==> src/swsci_pkg.sv <==
/*
 * Shared constants and types of the single-wire slave command interface.
 * Assumes a 50 MHz system clock; all slot timing is derived from it.
 */
package swsci_pkg;
  localparam int unsigned CLK_FREQ_MHZ = 50;
  localparam int unsigned CNT_W = 16;
  // Times in microseconds.
  localparam int unsigned T_SAMPLE_US = 30;
  localparam int unsigned T_RD_HOLD_US = 30;
  localparam int unsigned T_RSTL_US = 480;
  localparam int unsigned T_PDH_US = 30;
  localparam int unsigned T_PDL_US = 120;
  localparam logic [CNT_W-1:0] SAMPLE_CYC = CNT_W'(T_SAMPLE_US * CLK_FREQ_MHZ);
  localparam logic [CNT_W-1:0] RD_HOLD_CYC = CNT_W'(T_RD_HOLD_US * CLK_FREQ_MHZ);
  localparam logic [CNT_W-1:0] PDH_CYC = CNT_W'(T_PDH_US * CLK_FREQ_MHZ);
  localparam logic [CNT_W-1:0] RSTL_CYC_DEF = CNT_W'(T_RSTL_US * CLK_FREQ_MHZ);
  localparam logic [CNT_W-1:0] PDL_CYC_DEF = CNT_W'(T_PDL_US * CLK_FREQ_MHZ);
  localparam logic [CNT_W-1:0] SLOT_DONE_CYC = (SAMPLE_CYC > RD_HOLD_CYC) ?
                                               SAMPLE_CYC : RD_HOLD_CYC;
  localparam logic [CNT_W-1:0] CNT_MAX = '1;
  localparam logic [CNT_W-1:0] CNT_ZERO = '0;
  // Function opcodes.
  localparam logic [7:0] OP_READ = 8'h69;
  localparam logic [7:0] OP_WRITE = 8'h6c;
  localparam logic [7:0] OP_COPY = 8'h48;
  localparam logic [7:0] OP_RECALL = 8'hb8;
  localparam logic [7:0] OP_LOCK = 8'h6a;
  localparam logic [7:0] OP_REFRESH = 8'h63;
  localparam logic [7:0] OP_CHG_START = 8'hb5;
  localparam logic [7:0] OP_CHG_STOP = 8'hbe;
  // Memory layout.
  localparam logic [7:0] STATUS_INIT_ADDR = 8'h31;
  localparam logic [7:0] EE_FIRST = 8'h20;
  localparam logic [7:0] EE_LAST = 8'h4f;
  localparam logic [7:0] EE_BLK_STEP = 8'h10;
  localparam int unsigned EE_BLOCKS = 3;
  localparam logic [7:0] RST_BYTE = 8'h00;
  localparam logic [2:0] BIT_LAST = 3'h7;
  // Write buffer shape.
  localparam int unsigned FIFO_W = 16;
  localparam int unsigned FIFO_D = 16;

  typedef enum logic [3:0] {
    ST_WAIT_RST, ST_PDH, ST_PDL, ST_NET, ST_FUNC, ST_ADDR, ST_READ, ST_WRITE, ST_DONE
  } swsci_state_t;
endpackage

==> src/swsci_fifo.sv <==
/*
 * Small FIFO with valid/ready on both sides and a registered read port.
 * Assumes one clock and a synchronous active-low reset.
 */
`timescale 1ns/10ps
module swsci_fifo #(
  parameter int unsigned W = 16,
  parameter int unsigned D = 16
) (
  input wire logic clk_i,
  input wire logic rst_n_i,
  input wire logic in_valid_i,
  input wire logic [W-1:0] in_data_i,
  output logic in_ready_o,
  output logic out_valid_o,
  output logic [W-1:0] out_data_o,
  input wire logic out_ready_i
);
  localparam int unsigned AW = $clog2(D);
  logic [W-1:0] mem_q [D];
  logic [AW-1:0] wp_q, rp_q;
  logic [AW:0] cnt_q;
  logic push, pop;

  assign in_ready_o = (cnt_q != (AW+1)'(D));
  assign push = in_valid_i & in_ready_o;
  assign pop = (cnt_q != '0) & (~out_valid_o | out_ready_i);

  always_ff @(posedge clk_i) begin
    if (push) begin
      mem_q[wp_q] <= in_data_i;
    end
  end

  always_ff @(posedge clk_i) begin
    if (!rst_n_i) begin
      wp_q <= '0;
      rp_q <= '0;
      cnt_q <= '0;
    end else begin
      if (push) begin
        wp_q <= AW'(wp_q + 1'b1);
      end
      if (pop) begin
        rp_q <= AW'(rp_q + 1'b1);
      end
      if (push && !pop) begin
        cnt_q <= cnt_q + 1'b1;
      end else if (pop && !push) begin
        cnt_q <= cnt_q - 1'b1;
      end
    end
  end

  // The output register is a further entry, so a stalled sink still sees data.
  always_ff @(posedge clk_i) begin
    if (!rst_n_i) begin
      out_valid_o <= 1'b0;
      out_data_o <= '0;
    end else if (pop) begin
      out_valid_o <= 1'b1;
      out_data_o <= mem_q[rp_q];
    end else if (out_ready_i) begin
      out_valid_o <= 1'b0;
    end
  end
endmodule

==> src/swsci_slave.sv <==
/*
 * Slave end of a single-wire open-drain command bus: reset and presence,
 * write and read slots, and function command decoding.
 * Assumes dq_i is synchronous to clk_i, a memory whose read data follow
 * mem_rd_o by one cycle, and an EEPROM/charger controller that acts on the
 * command pulses.
 */
// Overview of operation
// - Four signal types; only presence is driven by the device unprompted.
// - Reset pulse is answered with presence before any command is accepted.
// - After reset rises, wait presence-high delay, then drive presence low.
// - Device samples write slots 15 to 60 us after the fall.
// - Read data valid on the line by 15 us after slot start.
// - Device releases line by end of read slot.
// - Read and write data commands take an address, then stream bytes.
// - Recall reloads shadow RAM from a block, then awaits reset.
// - Copy ignored when locked; busy flag blocks EEPROM writes meanwhile.
// - Lock acts only with lock enable and as first command after reset.
// - Refresh reloads status from EEPROM byte at location 31h.
// - Dedicated opcodes start and stop charging.
`timescale 1ns/10ps
module swsci_slave
  import swsci_pkg::*;
#(
  parameter logic [CNT_W-1:0] RSTL_CYC = RSTL_CYC_DEF,
  parameter logic [CNT_W-1:0] PDL_CYC = PDL_CYC_DEF,
  parameter logic [CNT_W-1:0] SMP_CYC = SAMPLE_CYC,
  parameter logic [CNT_W-1:0] HOLD_CYC = RD_HOLD_CYC
) (
  input wire logic clk_i,
  input wire logic rst_n_i,
  input wire logic dq_i,
  output logic dq_o,
  output logic dq_oe_o,
  output logic [7:0] mem_addr_o,
  output logic mem_rd_o,
  input wire logic [7:0] mem_rdata_i,
  output logic wr_valid_o,
  output logic [7:0] wr_addr_o,
  output logic [7:0] wr_data_o,
  input wire logic wr_ready_i,
  input wire logic copy_busy_flag_i,
  input wire logic lock_enable_i,
  input wire logic [2:0] blk_locked_i,
  output logic copy_o,
  output logic recall_o,
  output logic lock_o,
  output logic refresh_o,
  output logic chg_start_o,
  output logic chg_stop_o,
  output logic [7:0] blk_addr_o
);
  // A slot window closes once both its sample point and its read hold have passed.
  localparam logic [CNT_W-1:0] DONE_CYC = (SMP_CYC > HOLD_CYC) ? SMP_CYC : HOLD_CYC;
  swsci_state_t state_q;
  logic dq_q, fall, rise, rst_seen_q, bus_reset;
  logic [CNT_W-1:0] low_cnt_q, slot_cnt_q, tmr_q;
  logic slot_act_q, rx_state, rx_tick, tx_tick, last_bit;
  logic [2:0] bit_cnt_q;
  logic [7:0] sh_q, rx_byte, op_q, addr_q, tx_q;
  logic rd_wait_q, lock_arm_q, wr_pend_q, wr_take, fifo_rdy;
  logic [FIFO_W-1:0] wr_word_q, fifo_out;

  function automatic logic is_eeprom(input logic [7:0] a);
    return (a >= EE_FIRST) && (a <= EE_LAST);
  endfunction

  function automatic logic blk_ok(input logic [7:0] a, input logic [2:0] lk);
    blk_ok = 1'b0;
    for (int i = 0; i < EE_BLOCKS; i++) begin
      if (a == EE_FIRST + 8'(i) * EE_BLK_STEP) begin
        blk_ok = ~lk[i];
      end
    end
  endfunction

  assign fall = dq_q & ~dq_i;
  assign rise = ~dq_q & dq_i;
  assign bus_reset = rise & rst_seen_q;
  assign rx_state = (state_q == ST_NET) || (state_q == ST_FUNC) ||
                    (state_q == ST_ADDR) || (state_q == ST_WRITE);
  assign rx_tick = slot_act_q && (slot_cnt_q == SMP_CYC) && rx_state;
  assign tx_tick = slot_act_q && (slot_cnt_q == HOLD_CYC) && (state_q == ST_READ);
  assign last_bit = (bit_cnt_q == BIT_LAST);
  assign rx_byte = {dq_i, sh_q[7:1]};

  always_ff @(posedge clk_i) begin
    if (!rst_n_i) begin
      dq_q <= 1'b1;
      dq_o <= 1'b0;
    end else begin
      dq_q <= dq_i;
      dq_o <= 1'b0;
    end
  end

  always_ff @(posedge clk_i) begin
    if (!rst_n_i) begin
      low_cnt_q <= CNT_ZERO;
      rst_seen_q <= 1'b0;
    end else begin
      if (dq_i) begin
        low_cnt_q <= CNT_ZERO;
      end else if (low_cnt_q != CNT_MAX) begin
        low_cnt_q <= low_cnt_q + 1'b1;
      end
      if (rise) begin
        rst_seen_q <= 1'b0;
      end else if (!dq_i && low_cnt_q == RSTL_CYC) begin
        rst_seen_q <= 1'b1;
      end
    end
  end

  // slot timing from the falling edge
  // Our own presence pulse is not a slot; timing it could clock in a bogus bit.
  always_ff @(posedge clk_i) begin
    if (!rst_n_i || bus_reset) begin
      slot_act_q <= 1'b0;
      slot_cnt_q <= CNT_ZERO;
    end else if (fall && state_q != ST_PDL) begin
      slot_act_q <= 1'b1;
      slot_cnt_q <= CNT_ZERO;
    end else if (slot_act_q) begin
      slot_cnt_q <= slot_cnt_q + 1'b1;
      if (slot_cnt_q == DONE_CYC) begin
        slot_act_q <= 1'b0;
      end
    end
  end

  always_ff @(posedge clk_i) begin
    if (!rst_n_i || bus_reset || (state_q == ST_PDH && tmr_q == PDH_CYC)) begin
      tmr_q <= CNT_ZERO;
    end else if (tmr_q != CNT_MAX) begin
      tmr_q <= tmr_q + 1'b1;
    end
  end

  always_ff @(posedge clk_i) begin
    if (!rst_n_i) begin
      state_q <= ST_WAIT_RST;
      op_q <= RST_BYTE;
    end else if (bus_reset) begin
      state_q <= ST_PDH;
    end else begin
      unique case (state_q)
        ST_WAIT_RST, ST_READ, ST_WRITE, ST_DONE: begin
        end
        ST_PDH: if (tmr_q == PDH_CYC) state_q <= ST_PDL;
        ST_PDL: if (tmr_q == PDL_CYC) state_q <= ST_NET;
        ST_NET: if (rx_tick && last_bit) state_q <= ST_FUNC;
        ST_FUNC: begin
          if (rx_tick && last_bit) begin
            op_q <= rx_byte;
            case (rx_byte)
              OP_READ, OP_WRITE, OP_COPY, OP_RECALL, OP_LOCK: state_q <= ST_ADDR;
              default: state_q <= ST_DONE;
            endcase
          end
        end
        ST_ADDR: begin
          if (rx_tick && last_bit) begin
            if (op_q == OP_READ) begin
              state_q <= ST_READ;
            end else if (op_q == OP_WRITE) begin
              state_q <= ST_WRITE;
            end else begin
              state_q <= ST_DONE;
            end
          end
        end
      endcase
    end
  end

  always_ff @(posedge clk_i) begin
    if (!rst_n_i || bus_reset) begin
      bit_cnt_q <= 3'h0;
      sh_q <= RST_BYTE;
    end else if (rx_tick) begin
      sh_q <= rx_byte;
      bit_cnt_q <= bit_cnt_q + 1'b1;
    end else if (tx_tick) begin
      bit_cnt_q <= bit_cnt_q + 1'b1;
    end
  end

  always_ff @(posedge clk_i) begin
    if (!rst_n_i) begin
      addr_q <= RST_BYTE;
      tx_q <= RST_BYTE;
      rd_wait_q <= 1'b0;
      mem_rd_o <= 1'b0;
      mem_addr_o <= RST_BYTE;
    end else begin
      mem_rd_o <= 1'b0;
      rd_wait_q <= mem_rd_o;
      if (rd_wait_q) begin
        tx_q <= mem_rdata_i;
      end else if (tx_tick) begin
        tx_q <= {1'b0, tx_q[7:1]};
      end
      if (state_q == ST_ADDR && rx_tick && last_bit) begin
        addr_q <= rx_byte;
        mem_addr_o <= rx_byte;
        mem_rd_o <= (op_q == OP_READ);
      end else if (tx_tick && last_bit) begin
        addr_q <= addr_q + 1'b1;
        mem_addr_o <= addr_q + 1'b1;
        mem_rd_o <= 1'b1;
      end else if (state_q == ST_WRITE && rx_tick && last_bit) begin
        addr_q <= addr_q + 1'b1;
      end
    end
  end

  always_ff @(posedge clk_i) begin
    if (!rst_n_i) begin
      dq_oe_o <= 1'b0;
    end else if (state_q == ST_PDH && tmr_q == PDH_CYC) begin
      dq_oe_o <= 1'b1;
    end else if (state_q == ST_PDL) begin
      dq_oe_o <= (tmr_q != PDL_CYC);
    end else if (state_q == ST_READ && fall) begin
      dq_oe_o <= ~tx_q[0];
    end else if (tx_tick || state_q != ST_READ) begin
      dq_oe_o <= 1'b0;
    end
  end

  assign wr_take = (state_q == ST_WRITE) && rx_tick && last_bit &&
                   !(is_eeprom(addr_q) && copy_busy_flag_i) && (!wr_pend_q || fifo_rdy);

  // A full buffer holds one byte here; a further byte arriving meanwhile is lost.
  always_ff @(posedge clk_i) begin
    if (!rst_n_i) begin
      wr_pend_q <= 1'b0;
      wr_word_q <= '0;
    end else begin
      if (fifo_rdy) begin
        wr_pend_q <= 1'b0;
      end
      if (wr_take) begin
        wr_pend_q <= 1'b1;
        wr_word_q <= {addr_q, rx_byte};
      end
    end
  end

  swsci_fifo #(.W(FIFO_W), .D(FIFO_D)) u_wr_fifo (
    .clk_i(clk_i),
    .rst_n_i(rst_n_i),
    .in_valid_i(wr_pend_q),
    .in_data_i(wr_word_q),
    .in_ready_o(fifo_rdy),
    .out_valid_o(wr_valid_o),
    .out_data_o(fifo_out),
    .out_ready_i(wr_ready_i)
  );
  assign wr_addr_o = fifo_out[15:8];
  assign wr_data_o = fifo_out[7:0];

  always_ff @(posedge clk_i) begin
    if (!rst_n_i || bus_reset) begin
      lock_arm_q <= 1'b1;
    end else if (state_q == ST_FUNC && rx_tick && last_bit && rx_byte != OP_LOCK) begin
      lock_arm_q <= 1'b0;
    end
  end

  always_ff @(posedge clk_i) begin
    if (!rst_n_i) begin
      {copy_o, recall_o, lock_o, refresh_o, chg_start_o, chg_stop_o} <= 6'h00;
      blk_addr_o <= RST_BYTE;
    end else begin
      {copy_o, recall_o, lock_o, refresh_o, chg_start_o, chg_stop_o} <= 6'h00;
      if (state_q == ST_ADDR && rx_tick && last_bit) begin
        blk_addr_o <= rx_byte;
        copy_o <= (op_q == OP_COPY) && blk_ok(rx_byte, blk_locked_i) && !copy_busy_flag_i;
        recall_o <= (op_q == OP_RECALL) && is_eeprom(rx_byte);
        lock_o <= (op_q == OP_LOCK) && lock_arm_q && lock_enable_i &&
                  blk_ok(rx_byte, blk_locked_i);
      end else if (state_q == ST_FUNC && rx_tick && last_bit) begin
        refresh_o <= (rx_byte == OP_REFRESH);
        if (rx_byte == OP_REFRESH) begin
          blk_addr_o <= STATUS_INIT_ADDR;
        end
        chg_start_o <= (rx_byte == OP_CHG_START);
        chg_stop_o <= (rx_byte == OP_CHG_STOP);
      end
    end
  end

  property p_reset_seen;
    @(posedge clk_i) disable iff (!rst_n_i) (!dq_i && low_cnt_q == RSTL_CYC) |=> rst_seen_q;
  endproperty
  a_reset_seen: assert property (p_reset_seen) else $error("reset not recognised");
  property p_presence_follows;
    @(posedge clk_i) disable iff (!rst_n_i) bus_reset |=> (state_q == ST_PDH) && !dq_oe_o;
  endproperty
  a_presence_follows: assert property (p_presence_follows) else $error("no presence");
  property p_pdh_quiet;
    @(posedge clk_i) disable iff (!rst_n_i) $rose(state_q == ST_PDH) |-> !dq_oe_o [*8];
  endproperty
  a_pdh_quiet: assert property (p_pdh_quiet) else $error("line driven in wait");
  property p_pdl_drive;
    @(posedge clk_i) disable iff (!rst_n_i)
      $rose(state_q == ST_PDL) |-> dq_oe_o && $past(tmr_q) == PDH_CYC;
  endproperty
  a_pdl_drive: assert property (p_pdl_drive) else $error("presence low late");
  property p_rx_sample;
    @(posedge clk_i) disable iff (!rst_n_i) rx_tick |=> sh_q[7] == $past(dq_i);
  endproperty
  a_rx_sample: assert property (p_rx_sample) else $error("bit not sampled");
  property p_rd_valid;
    @(posedge clk_i) disable iff (!rst_n_i)
      (state_q == ST_READ && fall && !tx_q[0]) |=> dq_oe_o [*8];
  endproperty
  a_rd_valid: assert property (p_rd_valid) else $error("zero bit not driven");
  property p_rd_release;
    @(posedge clk_i) disable iff (!rst_n_i) tx_tick |=> !dq_oe_o;
  endproperty
  a_rd_release: assert property (p_rd_release) else $error("line held past slot");
  property p_read_fetch;
    @(posedge clk_i) disable iff (!rst_n_i)
      (state_q == ST_ADDR && rx_tick && last_bit && op_q == OP_READ)
        |=> mem_rd_o ##2 tx_q == $past(mem_rdata_i);
  endproperty
  a_read_fetch: assert property (p_read_fetch) else $error("read fetch missing");
  property p_recall_end;
    @(posedge clk_i) disable iff (!rst_n_i) recall_o |-> state_q == ST_DONE;
  endproperty
  a_recall_end: assert property (p_recall_end) else $error("recall not final");
  property p_done_quiet;
    @(posedge clk_i) disable iff (!rst_n_i)
      (state_q == ST_DONE && fall) |=> (state_q == ST_DONE && !dq_oe_o) [*4];
  endproperty
  a_done_quiet: assert property (p_done_quiet) else $error("slot served after end");
  property p_copy_gate;
    @(posedge clk_i) disable iff (!rst_n_i) copy_o |-> $past(!copy_busy_flag_i);
  endproperty
  a_copy_gate: assert property (p_copy_gate) else $error("copy while busy");
  property p_lock_gate;
    @(posedge clk_i) disable iff (!rst_n_i) lock_o |-> $past(lock_enable_i && lock_arm_q);
  endproperty
  a_lock_gate: assert property (p_lock_gate) else $error("lock without enable");
  property p_refresh_src;
    @(posedge clk_i) disable iff (!rst_n_i) refresh_o |-> blk_addr_o == STATUS_INIT_ADDR;
  endproperty
  a_refresh_src: assert property (p_refresh_src) else $error("refresh source wrong");
  property p_chg_start;
    @(posedge clk_i) disable iff (!rst_n_i)
      (state_q == ST_FUNC && rx_tick && last_bit && rx_byte == OP_CHG_START)
        |=> chg_start_o ##1 !chg_start_o;
  endproperty
  a_chg_start: assert property (p_chg_start) else $error("charge start missing");
endmodule

==> config.mk <==
export PLATFORM = sky130hd
export DESIGN_NAME = swsci_slave
export DESIGN_NICKNAME = d
export VERILOG_FILES = /design/src/swsci_pkg.sv /design/src/swsci_fifo.sv /design/src/swsci_slave.sv
export SDC_FILE = /design/constraint.sdc
export NUM_CORES = 1
export LEC_CHECK = 0
export CAP_MARGIN = 20
export CORE_UTILIZATION = 50
export DETAILED_ROUTE_END_ITERATION = 10
export DONT_BUFFER_PORTS = 1
export GPL_TIMING_DRIVEN = 0
export HOLD_SLACK_MARGIN = 0.1
export PLACE_DENSITY = 0.67
export SLEW_MARGIN = 20
export SYNTH_ARGS = -nofsm -noshare
export SYNTH_HDL_FRONTEND = slang
export SYNTH_HIERARCHICAL = 1
export SYNTH_SLANG_ARGS = --single-unit
==> constraint.sdc <==
create_clock -name clk_i -period 7.2 [get_ports clk_i]
set_input_delay 0 -clock clk_i [delete_from_list [all_inputs] [get_ports clk_i]]
set_output_delay 0 -clock clk_i [all_outputs]
set_load 0.01 [all_outputs]
## Word-level counts from Yosys, hierarchy flattened

Memory sizes are Yosys's and may differ from the RTL's. A register that Yosys moved wholly into a read port is not among the register bits.
Index checks and enable logic that the tools add are counted.

| word-level totals | value |
|---|---|
| bits in registers | 147 |
| memories kept | 1 |
| memory bits (writable) | 256 |
| output and inout bits | 42 |
| bits in latches | 0 |
| logic and storage cells | 218 |
| ROM bits | 0 |
| input port bits | 17 |

| cells by class | value |
|---|---|
| reduce and logical (&&, ||, !) cells | 68 |
| magnitude comparators | 4 |
| multiply operators | 0 |
| muxes and demuxes | 44 |
| shift-type cells | 0 |
| eq/ne operators | 45 |
| add/subtract/negate cells | 9 |
| bitwise logic cells | 16 |
| divide/modulo/power cells | 0 |

Memories:

| name | depth | width | rd ports | clocked after memory_dff | write ports | RTL line | source |
|---|---|---|---|---|---|---|---|
| u_wr_fifo.mem_q | 16 | 16 | 1 | 1 | 1 | swsci_fifo.sv:20 | `logic [W-1:0] mem_q [D];` |

Operator list:

| operator | number |
|---|---|
| 8-bit by 7-bit == test with 1-bit output, second input constant | 10 |
| 8-bit 2-to-1 mux | 10 |
| 16-bit by 1-bit adder with 16-bit output, second input constant | 3 |
| 16-bit by 11-bit == test with 1-bit output, second input constant | 2 |
| 8-bit == test, second input constant | 4 |
| 4-bit 2-to-1 mux | 8 |
| 16-bit inequality test, second input constant | 2 |
| 1-bit logical AND | 29 |
| 1-bit 2-to-1 mux | 21 |
| 4-bit case mux with 5 select lines | 1 |
| 16-bit by 13-bit == test with 1-bit output, second input constant | 1 |
| 16-bit by 15-bit == test with 1-bit output, second input constant | 1 |
| 4-bit by 3-bit == test with 1-bit output, second input constant | 4 |
| 8-bit by 6-bit == test with 1-bit output, second input constant | 2 |
| 8-bit by 6-bit >= comparator with 1-bit output, second input constant | 2 |
| 8-bit by 7-bit <= comparator with 1-bit output, second input constant | 2 |
| 16-bit by 13-bit inequality test with 1-bit output, second input constant | 1 |
| 2-bit nonzero test | 8 |
| 6-bit AND reduction | 2 |
| 5-bit 2-to-1 mux | 2 |
| 1-bit NOT | 10 |
| 5-bit nonzero test | 2 |
| 3-bit inequality test, second input constant | 3 |
| 4-bit by 1-bit adder with 4-bit output, second input constant | 2 |
| 27 further kinds | 54 |

## Depth between registers and ports, before layout

Gate-level depths: netlist (run 1).

| depth | value |
|---|---|
| depth after elaboration | 11 |
| depth in mapped cells | 11 |
| mapped depth without buffers | 10 |

## Hierarchy

The synthesis (run 1) kept the hierarchy.

By module, submodules not included:

| module | cells an instance | seq. area each (sq um) | times used | area an instance (sq um) |
|---|---|---|---|---|
| swsci_fifo | 605 | 8,287.9 | 1 | 11,164.5 |
| swsci_slave | 759 | 2,642.5 | 1 | 6,443.7 |

## Worst setup path after synthesis (run 1)

No wires, ideal clock.

| timing | value |
|---|---|
| path kind | flip-flop to flip-flop |
| start | reg u_wr_fifo.cnt_q[0] |
| end | reg u_wr_fifo.cnt_q[4] |
| period minus slack after synthesis | 2,613 ps |
| stages on the path, launching flop included | 12 |
| data required time | 7,128 ps |
| setup time | 72 ps |
| arrival time | 2,542 ps |
| path slack | 4,587 ps |
| path buffers | 1 |
| path through | dfxtp_1 > nor4_4 > a21boi_4 > inv_4 > buf_6 > ha_1 > inv_1 > fa_1 > a21o_1 > a21oi_1 > mux2i_1 > mux2i_1 |

| on the way | value |
|---|---|
| longest elaborated chain between the ends | 5 |
| elaborated cells on any way between the ends | 13 |
| those cells by class | 2 x add/sub; 1 x eq/ne; 2 x mux; 2 x bitwise; 6 x reduce/logical |

RTL lines:

| what | RTL line | source |
|---|---|---|
| start, declared | swsci_fifo.sv:22 | `logic [AW:0] cnt_q;` |
| start signal, assigned | swsci_fifo.sv:48 | `cnt_q <= cnt_q + 1'b1;` |
| start signal, assigned | swsci_fifo.sv:50 | `cnt_q <= cnt_q - 1'b1;` |
| branches (longest 5 deep; another with 5-bit by 1-bit subtractor with 5-bit output) | n/a |  |

Parallel ways; which one is timed is not known. The select of a mux whose other input is x is not followed.
A chain may end at the register's enable or synchronous reset.

## Worst setup path after layout (run 1)

Same ends and word-level chain as after synthesis.

==> results of run 1 <==
worst reg2reg max path: cells and delay by family, from the launching register on:
kind	cells	cell delay, ps
adders and majority gates	2	600
DFF	1	380
and+or+nand+nor	1	490
muxes	2	460
AOI/OAI and AO/OA	3	590
buffers and inverters	3	470
state kept, by name, summed over array words and instances (netlist names), 3 cells and up:
signal / flops
tx_q: 8
mem_addr_o: 8
u_wr_fifo/wp_q: 4
state_q: 4
bit_cnt_q: 3
op_q: 8
addr_q: 8
wr_word_q: 16
low_cnt_q: 16
tmr_q: 16
u_wr_fifo/rp_q: 4
sh_q: 7
blk_addr_o: 8
slot_cnt_q: 16
u_wr_fifo/cnt_q: 5
u_wr_fifo/out_data_o: 16
u_wr_fifo/mem_q: 256
power by group:
group / switching (mW) / internal [mW]
combinational: 0.386 / 0.258
clock: 0.914 / 1.31
sequential: 0.0910 / 2.58
area by class of cell:
cell class	count	share of cell area [%]
plain buffers	75	1.93
clock buffers	56	5.85
clock inverters	25	1.25
inverters	29	0.554
multi-input cells	842	31.0
flip-flops and latches	418	54.4
well taps	455	2.83
repair buffers	43	2.19
routing by layer:
metal  wire (um)  part of all wire, %  up-vias  global-route usage (%)
li1            -                    -     5355                       -
met2       20400                   50      317                    39.8
met1       17400                   43     5649                    29.4
met4         701                  1.7        0                    5.89
met3        2270                  5.6       61                    3.80
met5           0                    0        -                       0
layout by cell type, fill, tap and decap left out, types with 17 or more instances in the layout:
cell type	synthesis	final
sky130_fd_sc_hd__a21oi_1	76	76
sky130_fd_sc_hd__buf_6	9	19
sky130_fd_sc_hd__dfxtp_1	162	162
sky130_fd_sc_hd__edfxtp_1	256	256
sky130_fd_sc_hd__o21ai_0	48	48
sky130_fd_sc_hd__and3_1	18	18
sky130_fd_sc_hd__o22ai_1	28	28
sky130_fd_sc_hd__nor2_1	106	94
sky130_fd_sc_hd__clkbuf_16	0	44
sky130_fd_sc_hd__xor2_1	24	24
sky130_fd_sc_hd__nand4_1	18	18
sky130_fd_sc_hd__mux2i_1	97	97
sky130_fd_sc_hd__a22oi_1	17	17
sky130_fd_sc_hd__a211oi_1	18	18
sky130_fd_sc_hd__nand2_1	71	71
sky130_fd_sc_hd__dlygate4sd3_1	0	23
sky130_fd_sc_hd__nand3_1	54	54
sky130_fd_sc_hd__ha_1	19	19
sky130_fd_sc_hd__xnor2_1	29	29
sky130_fd_sc_hd__clkbuf_1	43	52
sky130_fd_sc_hd__inv_1	27	27
sky130_fd_sc_hd__nor3_1	29	25
sky130_fd_sc_hd__mux4_2	27	27
how the worst min path moves through the flow:
stage                         to        startpoint  cells past startpoint  slack (ps)
floorplan                 copy_o  copy_busy_flag_i                      1          70
global placement          copy_o  copy_busy_flag_i                      1          80
detailed placement        copy_o  copy_busy_flag_i                      1          80
CTS                 wr_word_q[1]  copy_busy_flag_i                      4         130
global route        wr_word_q[1]  copy_busy_flag_i                      4         150
finish              wr_word_q[1]  copy_busy_flag_i                      4         140
repair_timing:
action | in CTS | in global routing
hold endpoints to repair | 89 | 0
hold buffers | 23 | 0
setup endpoints to repair | 0 | 0
through the flow:
| step | utilization [%] | instance area, um2 |
|---|---|---|
| finish | 58.0 | 20100 |
| global placement | 52.5 | 18200 |
| CTS | 58.0 | 20100 |
| floorplan | - | 17600 |
| detailed placement | 53.2 | 18400 |
| global route | 58.0 | 20100 |
cell families after synthesis:
family / after synthesis / share of synthesized area [%]
AND/OR/NAND/NOR: 390 / 12.0
adder cells (fa/ha/maj): 20 / 1.46
multiplexers: 129 / 9.71
flip-flops: 418 / 62.1
buffers and inverters: 104 / 2.84
AO/OA/AOI/OAI: 249 / 9.22
XOR/XNOR: 53 / 2.64
other: 1 / 0.0213
==> impl_metrics.prom, run 1 <==
# TYPE chip_impl_metric gauge
chip_impl_info{name="ys_dominant_reg_cell",value="sky130_fd_sc_hd__edfxtp_1"} 1
chip_impl_metric{name="numCtsBuffers",unit=""} 44
chip_impl_metric{name="dr.pass1.iters",unit=""} 5
chip_impl_info{name="critical_path_cell_by_cell",value="nor4_4 > a21boi_4 > inv_4 > buf_6 > ha_1 > inv_1 > fa_1 > a21o_1 > a21oi_1 > mux2i_1 > mux2i_1"} 1
chip_impl_metric{name="area_of_the_multi_input_gates",unit="um2"} 6230
chip_impl_metric{name="p_per_area",unit="nW/um2"} 275
chip_impl_metric{name="total_power",unit="mW"} 5.53
chip_impl_info{name="worstReg2RegStart",value="u_wr_fifo/cnt_q[0]"} 1
chip_impl_info{name="worst_setup_path_endpoint",value="u_wr_fifo/cnt_q[4]"} 1
chip_impl_metric{name="worst_path_arrival_time",unit="ps"} 3510
chip_impl_metric{name="coreArea",unit="um2"} 34600
chip_impl_metric{name="slew_headroom",unit="%"} 30.5
chip_impl_metric{name="clock_insertion_delay_worst_skew",unit="ps"} 540
chip_impl_metric{name="placement_rows",unit=""} 68
chip_impl_metric{name="cp_data_required_time",unit="ps"} 7670
chip_impl_info{name="yosys.area.top_type",value="sky130_fd_sc_hd__edfxtp_1"} 1
chip_impl_metric{name="grt_pass1_wl",unit="mm"} 63.4
chip_impl_info{name="run_status",value="completed"} 1
chip_impl_metric{name="final_period_minus_worst_setup_slack",unit="ps"} 3040
chip_impl_info{name="timing.rr.end",value="u_wr_fifo/cnt_q[4]"} 1
chip_impl_metric{name="areaGrowthSynthToFinish",unit="%"} 14.1
chip_impl_metric{name="pin_count_of_the_biggest_net_entering_global_routing",unit=""} 18
chip_impl_metric{name="drt_drc_violations_left",unit=""} 0
chip_impl_metric{name="synth.ff_latch_count",unit=""} 418
chip_impl_metric{name="setup_ws",unit="ps"} 4160
chip_impl_metric{name="final_hold_violation_count",unit=""} 0
chip_impl_metric{name="ys_seq_area_share",unit="%"} 62.1
chip_impl_metric{name="design.final.nets",unit=""} 1490
chip_impl_metric{name="initial_antenna_violation_count",unit=""} 0
chip_impl_metric{name="drt-initial-drc-count",unit=""} 842
chip_impl_metric{name="drive_gt1_share",unit="%"} 13.0
chip_impl_metric{name="ant_nets",unit=""} 0
chip_impl_metric{name="yosysUniqueCellTypes",unit=""} 84
chip_impl_info{name="critPathCaptureType",value="flop"} 1
chip_impl_metric{name="die_area",unit="um2"} 36000
chip_impl_metric{name="setup_viol_count_final",unit=""} 0
chip_impl_metric{name="syn-mean-instance-area",unit="um2"} 12.9
chip_impl_metric{name="worst_clock_skew",unit="ps"} 17.4
chip_impl_metric{name="synthesized_nets",unit=""} 1401
chip_impl_info{name="critical-path-top-delay-family",value="adder cells"} 1
chip_impl_metric{name="boundaryPins",unit=""} 59
chip_impl_metric{name="worst-path-stages",unit=""} 11
chip_impl_metric{name="synth.cell_area",unit="um2"} 17600
chip_impl_metric{name="worstMarginPinSlew",unit="ps"} 1030
chip_impl_metric{name="synth_warnings",unit=""} 6
chip_impl_metric{name="port_buffers",unit=""} 0
chip_impl_metric{name="drt-vias-per-instance",unit=""} 5.86
chip_impl_metric{name="reg2reg_depth",unit=""} 11
chip_impl_metric{name="first_global_vias",unit=""} 11200
chip_impl_metric{name="numClockSinks",unit=""} 418
chip_impl_info{name="cts.root.buffer_cell",value="sky130_fd_sc_hd__clkbuf_16"} 1
chip_impl_info{name="critPathLaunchType",value="flop"} 1
chip_impl_metric{name="post-cts-setup-buffer-count",unit=""} 0
chip_impl_metric{name="detail_route.wirelength",unit="mm"} 40.8
chip_impl_metric{name="floorplan.initialDensity",unit="%"} 50.8
chip_impl_metric{name="number_of_antenna_diodes",unit=""} 0
chip_impl_metric{name="vias",unit=""} 11400
chip_impl_metric{name="cpPeakStageDelay",unit="ps"} 480
chip_impl_info{name="synth_commonest_cells",value="sky130_fd_sc_hd__edfxtp_1 (256), sky130_fd_sc_hd__dfxtp_1 (162), sky130_fd_sc_hd__nor2_1 (106)"} 1
chip_impl_metric{name="post_layout_nonfiller_instances",unit=""} 1943
chip_impl_metric{name="cp.buffers_inverters",unit=""} 3
chip_impl_metric{name="max-clock-path-buffers",unit=""} 3
chip_impl_metric{name="die_height",unit="um"} 190
chip_impl_metric{name="rrSetupSlack",unit="ps"} 4160
chip_impl_metric{name="final.period_utilization",unit="%"} 42.2
chip_impl_metric{name="maxSlewViolCount",unit=""} 0
chip_impl_metric{name="cts_max_level",unit=""} 2
chip_impl_metric{name="worst_supply_voltage_drop_on_vdd",unit="mV"} 0.191
chip_impl_info{name="grt_setup_unrepaired",value="false"} 1
chip_impl_metric{name="max-cap-violations",unit=""} 0
chip_impl_info{name="tritoncts",value="yes"} 1
chip_impl_metric{name="drt-wirelength-per-cell",unit="um"} 21.0
chip_impl_metric{name="highest_clock_rate",unit="MHz"} 329
chip_impl_metric{name="netlist.area_leader.share",unit="%"} 43.7
chip_impl_info{name="crit_path_start",value="u_wr_fifo/cnt_q[0]"} 1
chip_impl_metric{name="proportion_of_synthesized_flip_flops_having_asynchronous_set_or_reset",unit="%"} 0
chip_impl_info{name="synth_top_cells_by_area",value="sky130_fd_sc_hd__edfxtp_1 (44%), sky130_fd_sc_hd__dfxtp_1 (18%), sky130_fd_sc_hd__mux2i_1 (5.5%), sky130_fd_sc_hd__mux4_2 (3.5%), sky130_fd_sc_hd__nor2_1 (2.3%)"} 1
chip_impl_metric{name="detailed_place_hpwl",unit="mm"} 27.5
chip_impl_metric{name="layout.area.seq",unit="um2"} 10900
chip_impl_info{name="worstSetupPathType",value="reg2reg"} 1
chip_impl_metric{name="globalRouteOverflowTotal",unit=""} 0
chip_impl_metric{name="cts_resized",unit=""} 0
chip_impl_info{name="synth_most_common_cell",value="sky130_fd_sc_hd__edfxtp_1"} 1
chip_impl_metric{name="power.static_leakage",unit="nW"} 7.17
chip_impl_metric{name="nFillCells",unit=""} 2794
chip_impl_metric{name="clk_pin_slew_worst_paths",unit="ps"} 60
chip_impl_metric{name="die_width",unit="um"} 190
chip_impl_metric{name="setup_tns",unit="ps"} 0
chip_impl_info{name="hold_path.class",value="in2reg"} 1
chip_impl_metric{name="place.gp.congestion",unit=""} 0.911
chip_impl_metric{name="placed_cells_incl_taps",unit=""} 1839
chip_impl_metric{name="worst-path-max-fanout",unit=""} 10
chip_impl_metric{name="syn-instance-count",unit=""} 1364
chip_impl_info{name="cpMostUsedCell",value="sky130_fd_sc_hd__mux2i_1"} 1
chip_impl_metric{name="grt_use_total",unit="%"} 22.8
chip_impl_metric{name="number_of_synthesized_flops_with_an_enable_pin",unit=""} 256
chip_impl_metric{name="dp_worst_setup_slack",unit="ps"} 4170
chip_impl_metric{name="hold-worst-slack",unit="ps"} 139
chip_impl_info{name="crit_slowest_cell",value="sky130_fd_sc_hd__nor4_4"} 1
(Power assumes the default switching activity.)
==> inputs of run 2 (changes only) <==
PLACE_DENSITY = 0.7   (was 0.67)
clock period = 2.5 ns   (was 7.2 ns; I/O delays follow)
==> impl_metrics.prom, run 2 (synthesis gave the netlist of run 1 again) <==
# TYPE chip_impl_metric gauge
chip_impl_info{name="run_status",value="completed"} 1
chip_impl_info{name="grt_setup_unrepaired",value="true"} 1
chip_impl_metric{name="clk_pin_slew_worst_paths",unit="ps"} 60
chip_impl_metric{name="dr.pass1.iters",unit=""} 5
chip_impl_metric{name="final.period_utilization",unit="%"} 99.0
chip_impl_metric{name="worstMarginPinSlew",unit="ps"} 811
chip_impl_metric{name="setup_viol_count_final",unit=""} 0
chip_impl_metric{name="placed_cells_incl_taps",unit=""} 1838
chip_impl_metric{name="coreArea",unit="um2"} 34600
chip_impl_info{name="worstReg2RegStart",value="u_wr_fifo/cnt_q[0]"} 1
chip_impl_metric{name="place.gp.congestion",unit=""} 0.928
chip_impl_metric{name="drt-wirelength-per-cell",unit="um"} 20.9
chip_impl_metric{name="die_height",unit="um"} 190
chip_impl_info{name="critPathCaptureType",value="flop"} 1
chip_impl_metric{name="final_period_minus_worst_setup_slack",unit="ps"} 2480
chip_impl_metric{name="worst_clock_skew",unit="ps"} 19.1
chip_impl_metric{name="nFillCells",unit=""} 2718
chip_impl_info{name="critPathLaunchType",value="flop"} 1
chip_impl_metric{name="first_global_vias",unit=""} 11200
chip_impl_info{name="worstSetupPathType",value="reg2reg"} 1
chip_impl_info{name="critical-path-top-delay-family",value="adder cells"} 1
chip_impl_metric{name="grt_pass1_wl",unit="mm"} 63.0
chip_impl_metric{name="max-cap-violations",unit=""} 0
chip_impl_metric{name="worst_path_arrival_time",unit="ps"} 2940
chip_impl_metric{name="max-clock-path-buffers",unit=""} 3
chip_impl_metric{name="setup_ws",unit="ps"} 24.6
chip_impl_info{name="hold_path.class",value="in2reg"} 1
chip_impl_metric{name="total_power",unit="mW"} 16.2
chip_impl_metric{name="cpPeakStageDelay",unit="ps"} 390
chip_impl_metric{name="number_of_antenna_diodes",unit=""} 0
chip_impl_metric{name="die_area",unit="um2"} 36000
chip_impl_metric{name="design.final.nets",unit=""} 1495
chip_impl_info{name="crit_slowest_cell",value="sky130_fd_sc_hd__nor4_4"} 1
chip_impl_metric{name="ant_nets",unit=""} 0
chip_impl_metric{name="grt_use_total",unit="%"} 22.5
chip_impl_metric{name="vias",unit=""} 11600
chip_impl_info{name="register_with_the_most_flip_flops",value="u_wr_fifo/mem_q"} 1
chip_impl_metric{name="worst-path-max-fanout",unit=""} 4
chip_impl_metric{name="cp.buffers_inverters",unit=""} 3
chip_impl_metric{name="maxSlewViolCount",unit=""} 0
chip_impl_metric{name="numClockSinks",unit=""} 418
chip_impl_info{name="final_common_cell",value="sky130_fd_sc_hd__edfxtp_1"} 1
chip_impl_metric{name="layout.area.seq",unit="um2"} 10900
chip_impl_metric{name="drt_drc_violations_left",unit=""} 0
chip_impl_metric{name="globalRouteOverflowTotal",unit=""} 0
chip_impl_metric{name="areaGrowthSynthToFinish",unit="%"} 15.1
chip_impl_metric{name="post_layout_nonfiller_instances",unit=""} 1947
chip_impl_metric{name="clock_insertion_delay_worst_skew",unit="ps"} 530
chip_impl_metric{name="p_per_area",unit="nW/um2"} 802
chip_impl_info{name="crit_path_start",value="u_wr_fifo/cnt_q[0]"} 1
chip_impl_metric{name="final_hold_violation_count",unit=""} 0
chip_impl_metric{name="detailed_place_hpwl",unit="mm"} 27.2
chip_impl_metric{name="detail_route.wirelength",unit="mm"} 40.6
chip_impl_metric{name="worst_supply_voltage_drop_on_vdd",unit="mV"} 0.707
chip_impl_metric{name="hold-worst-slack",unit="ps"} 117
chip_impl_metric{name="placement_rows",unit=""} 68
chip_impl_metric{name="port_buffers",unit=""} 0
chip_impl_info{name="critical_path_cell_by_cell",value="nor4_4 > a21boi_4 > inv_4 > buf_12 > ha_4 > inv_4 > fa_2 > a21o_1 > a21oi_2 > mux2i_1 > mux2i_1"} 1
chip_impl_metric{name="drive_gt1_share",unit="%"} 15.2
chip_impl_info{name="tritoncts",value="yes"} 1
chip_impl_metric{name="floorplan.initialDensity",unit="%"} 50.8
chip_impl_metric{name="cp_data_required_time",unit="ps"} 2960
chip_impl_metric{name="area_of_the_multi_input_gates",unit="um2"} 6300
chip_impl_metric{name="die_width",unit="um"} 190
chip_impl_metric{name="power.static_leakage",unit="nW"} 7.23
chip_impl_metric{name="initial_antenna_violation_count",unit=""} 0
chip_impl_metric{name="max_ffs_per_register",unit=""} 256
chip_impl_metric{name="pin_count_of_the_biggest_net_entering_global_routing",unit=""} 18
chip_impl_info{name="hp_start",value="copy_busy_flag_i"} 1
chip_impl_metric{name="drt-vias-per-instance",unit=""} 5.95
chip_impl_metric{name="numCtsBuffers",unit=""} 43
chip_impl_metric{name="postLayoutCoreUtil",unit="%"} 58.5
chip_impl_metric{name="boundaryPins",unit=""} 59
chip_impl_metric{name="cts_max_level",unit=""} 2
chip_impl_info{name="cts.root.buffer_cell",value="sky130_fd_sc_hd__clkbuf_16"} 1
chip_impl_metric{name="drt-initial-drc-count",unit=""} 880
chip_impl_metric{name="slew_headroom",unit="%"} 45.6
chip_impl_info{name="layout_common_cells",value="sky130_fd_sc_hd__edfxtp_1 (256), sky130_fd_sc_hd__dfxtp_1 (156), sky130_fd_sc_hd__mux2i_1 (97)"} 1
chip_impl_metric{name="dp_worst_setup_slack",unit="ps"} -397
chip_impl_metric{name="highest_clock_rate",unit="MHz"} 404
==> run 2: area by class of cell <==
| cell class | instances | area share (%) |
|---|---|---|
| Buffer | 74 | 1.96 |
| Clock buffer | 61 | 6.15 |
| Clock inverter | 18 | 1.03 |
| Inverter | 29 | 0.562 |
| Multi-Input combinational cell | 842 | 31.1 |
| Sequential cell | 418 | 54.0 |
| Tap cell | 455 | 2.81 |
| Timing Repair Buffer | 50 | 2.40 |
==> run 2: repair_timing <==
item | CTS | global route
resized for setup | 9 | 20
pin swaps | 2 | 9
endpoints found under the hold margin | 83 | 0
buffers inserted | 3 | 11
setup endpoints to repair | 25 | 57
hold buffers | 17 | 0
==> run 2: through the flow <==
stage | instance area, um2 | TNS [ps]
2_1_floorplan | 17600 | 0
6_report | 20300 | 0
5_1_grt | 20300 | -109
3_5_place_dp | 18400 | -1250
3_3_place_gp | 18200 | -104710
4_1_cts | 20100 | -72.8
==> run 2: worst paths after layout <==
| check | depth (start not counted) | slack, ps | endpoint |
|---|---|---|---|
| worst max-delay path | 11 | 20 | u_wr_fifo/cnt_q[4] |
| worst min-delay path | 2 | 120 | copy_o |
| worst max register to register | 11 | 20 | u_wr_fifo/cnt_q[4] |
| worst min register to register | 2 | 490 | lock_o |
==> run 2: routing by layer <==
metal	global-route usage (%)	wire length, um	part of all wire, %	vias to the layer above
li1	-	-	-	5357
met1	29.4	17100	42	5793
met2	38.9	20200	50	358
met3	3.62	2330	5.7	79
met4	6.33	975	2.4	0
met5	0	0	0	-
==> run 2: power breakdown <==
group	internal (mW)	leakage, nW	switching, mW	total (mW)
sequential	7.43	4.25	0.270	7.70
combinational	0.850	2.27	1.17	2.02
clock	3.98	0.715	2.55	6.53
total	12.3	7.23	3.98	16.2
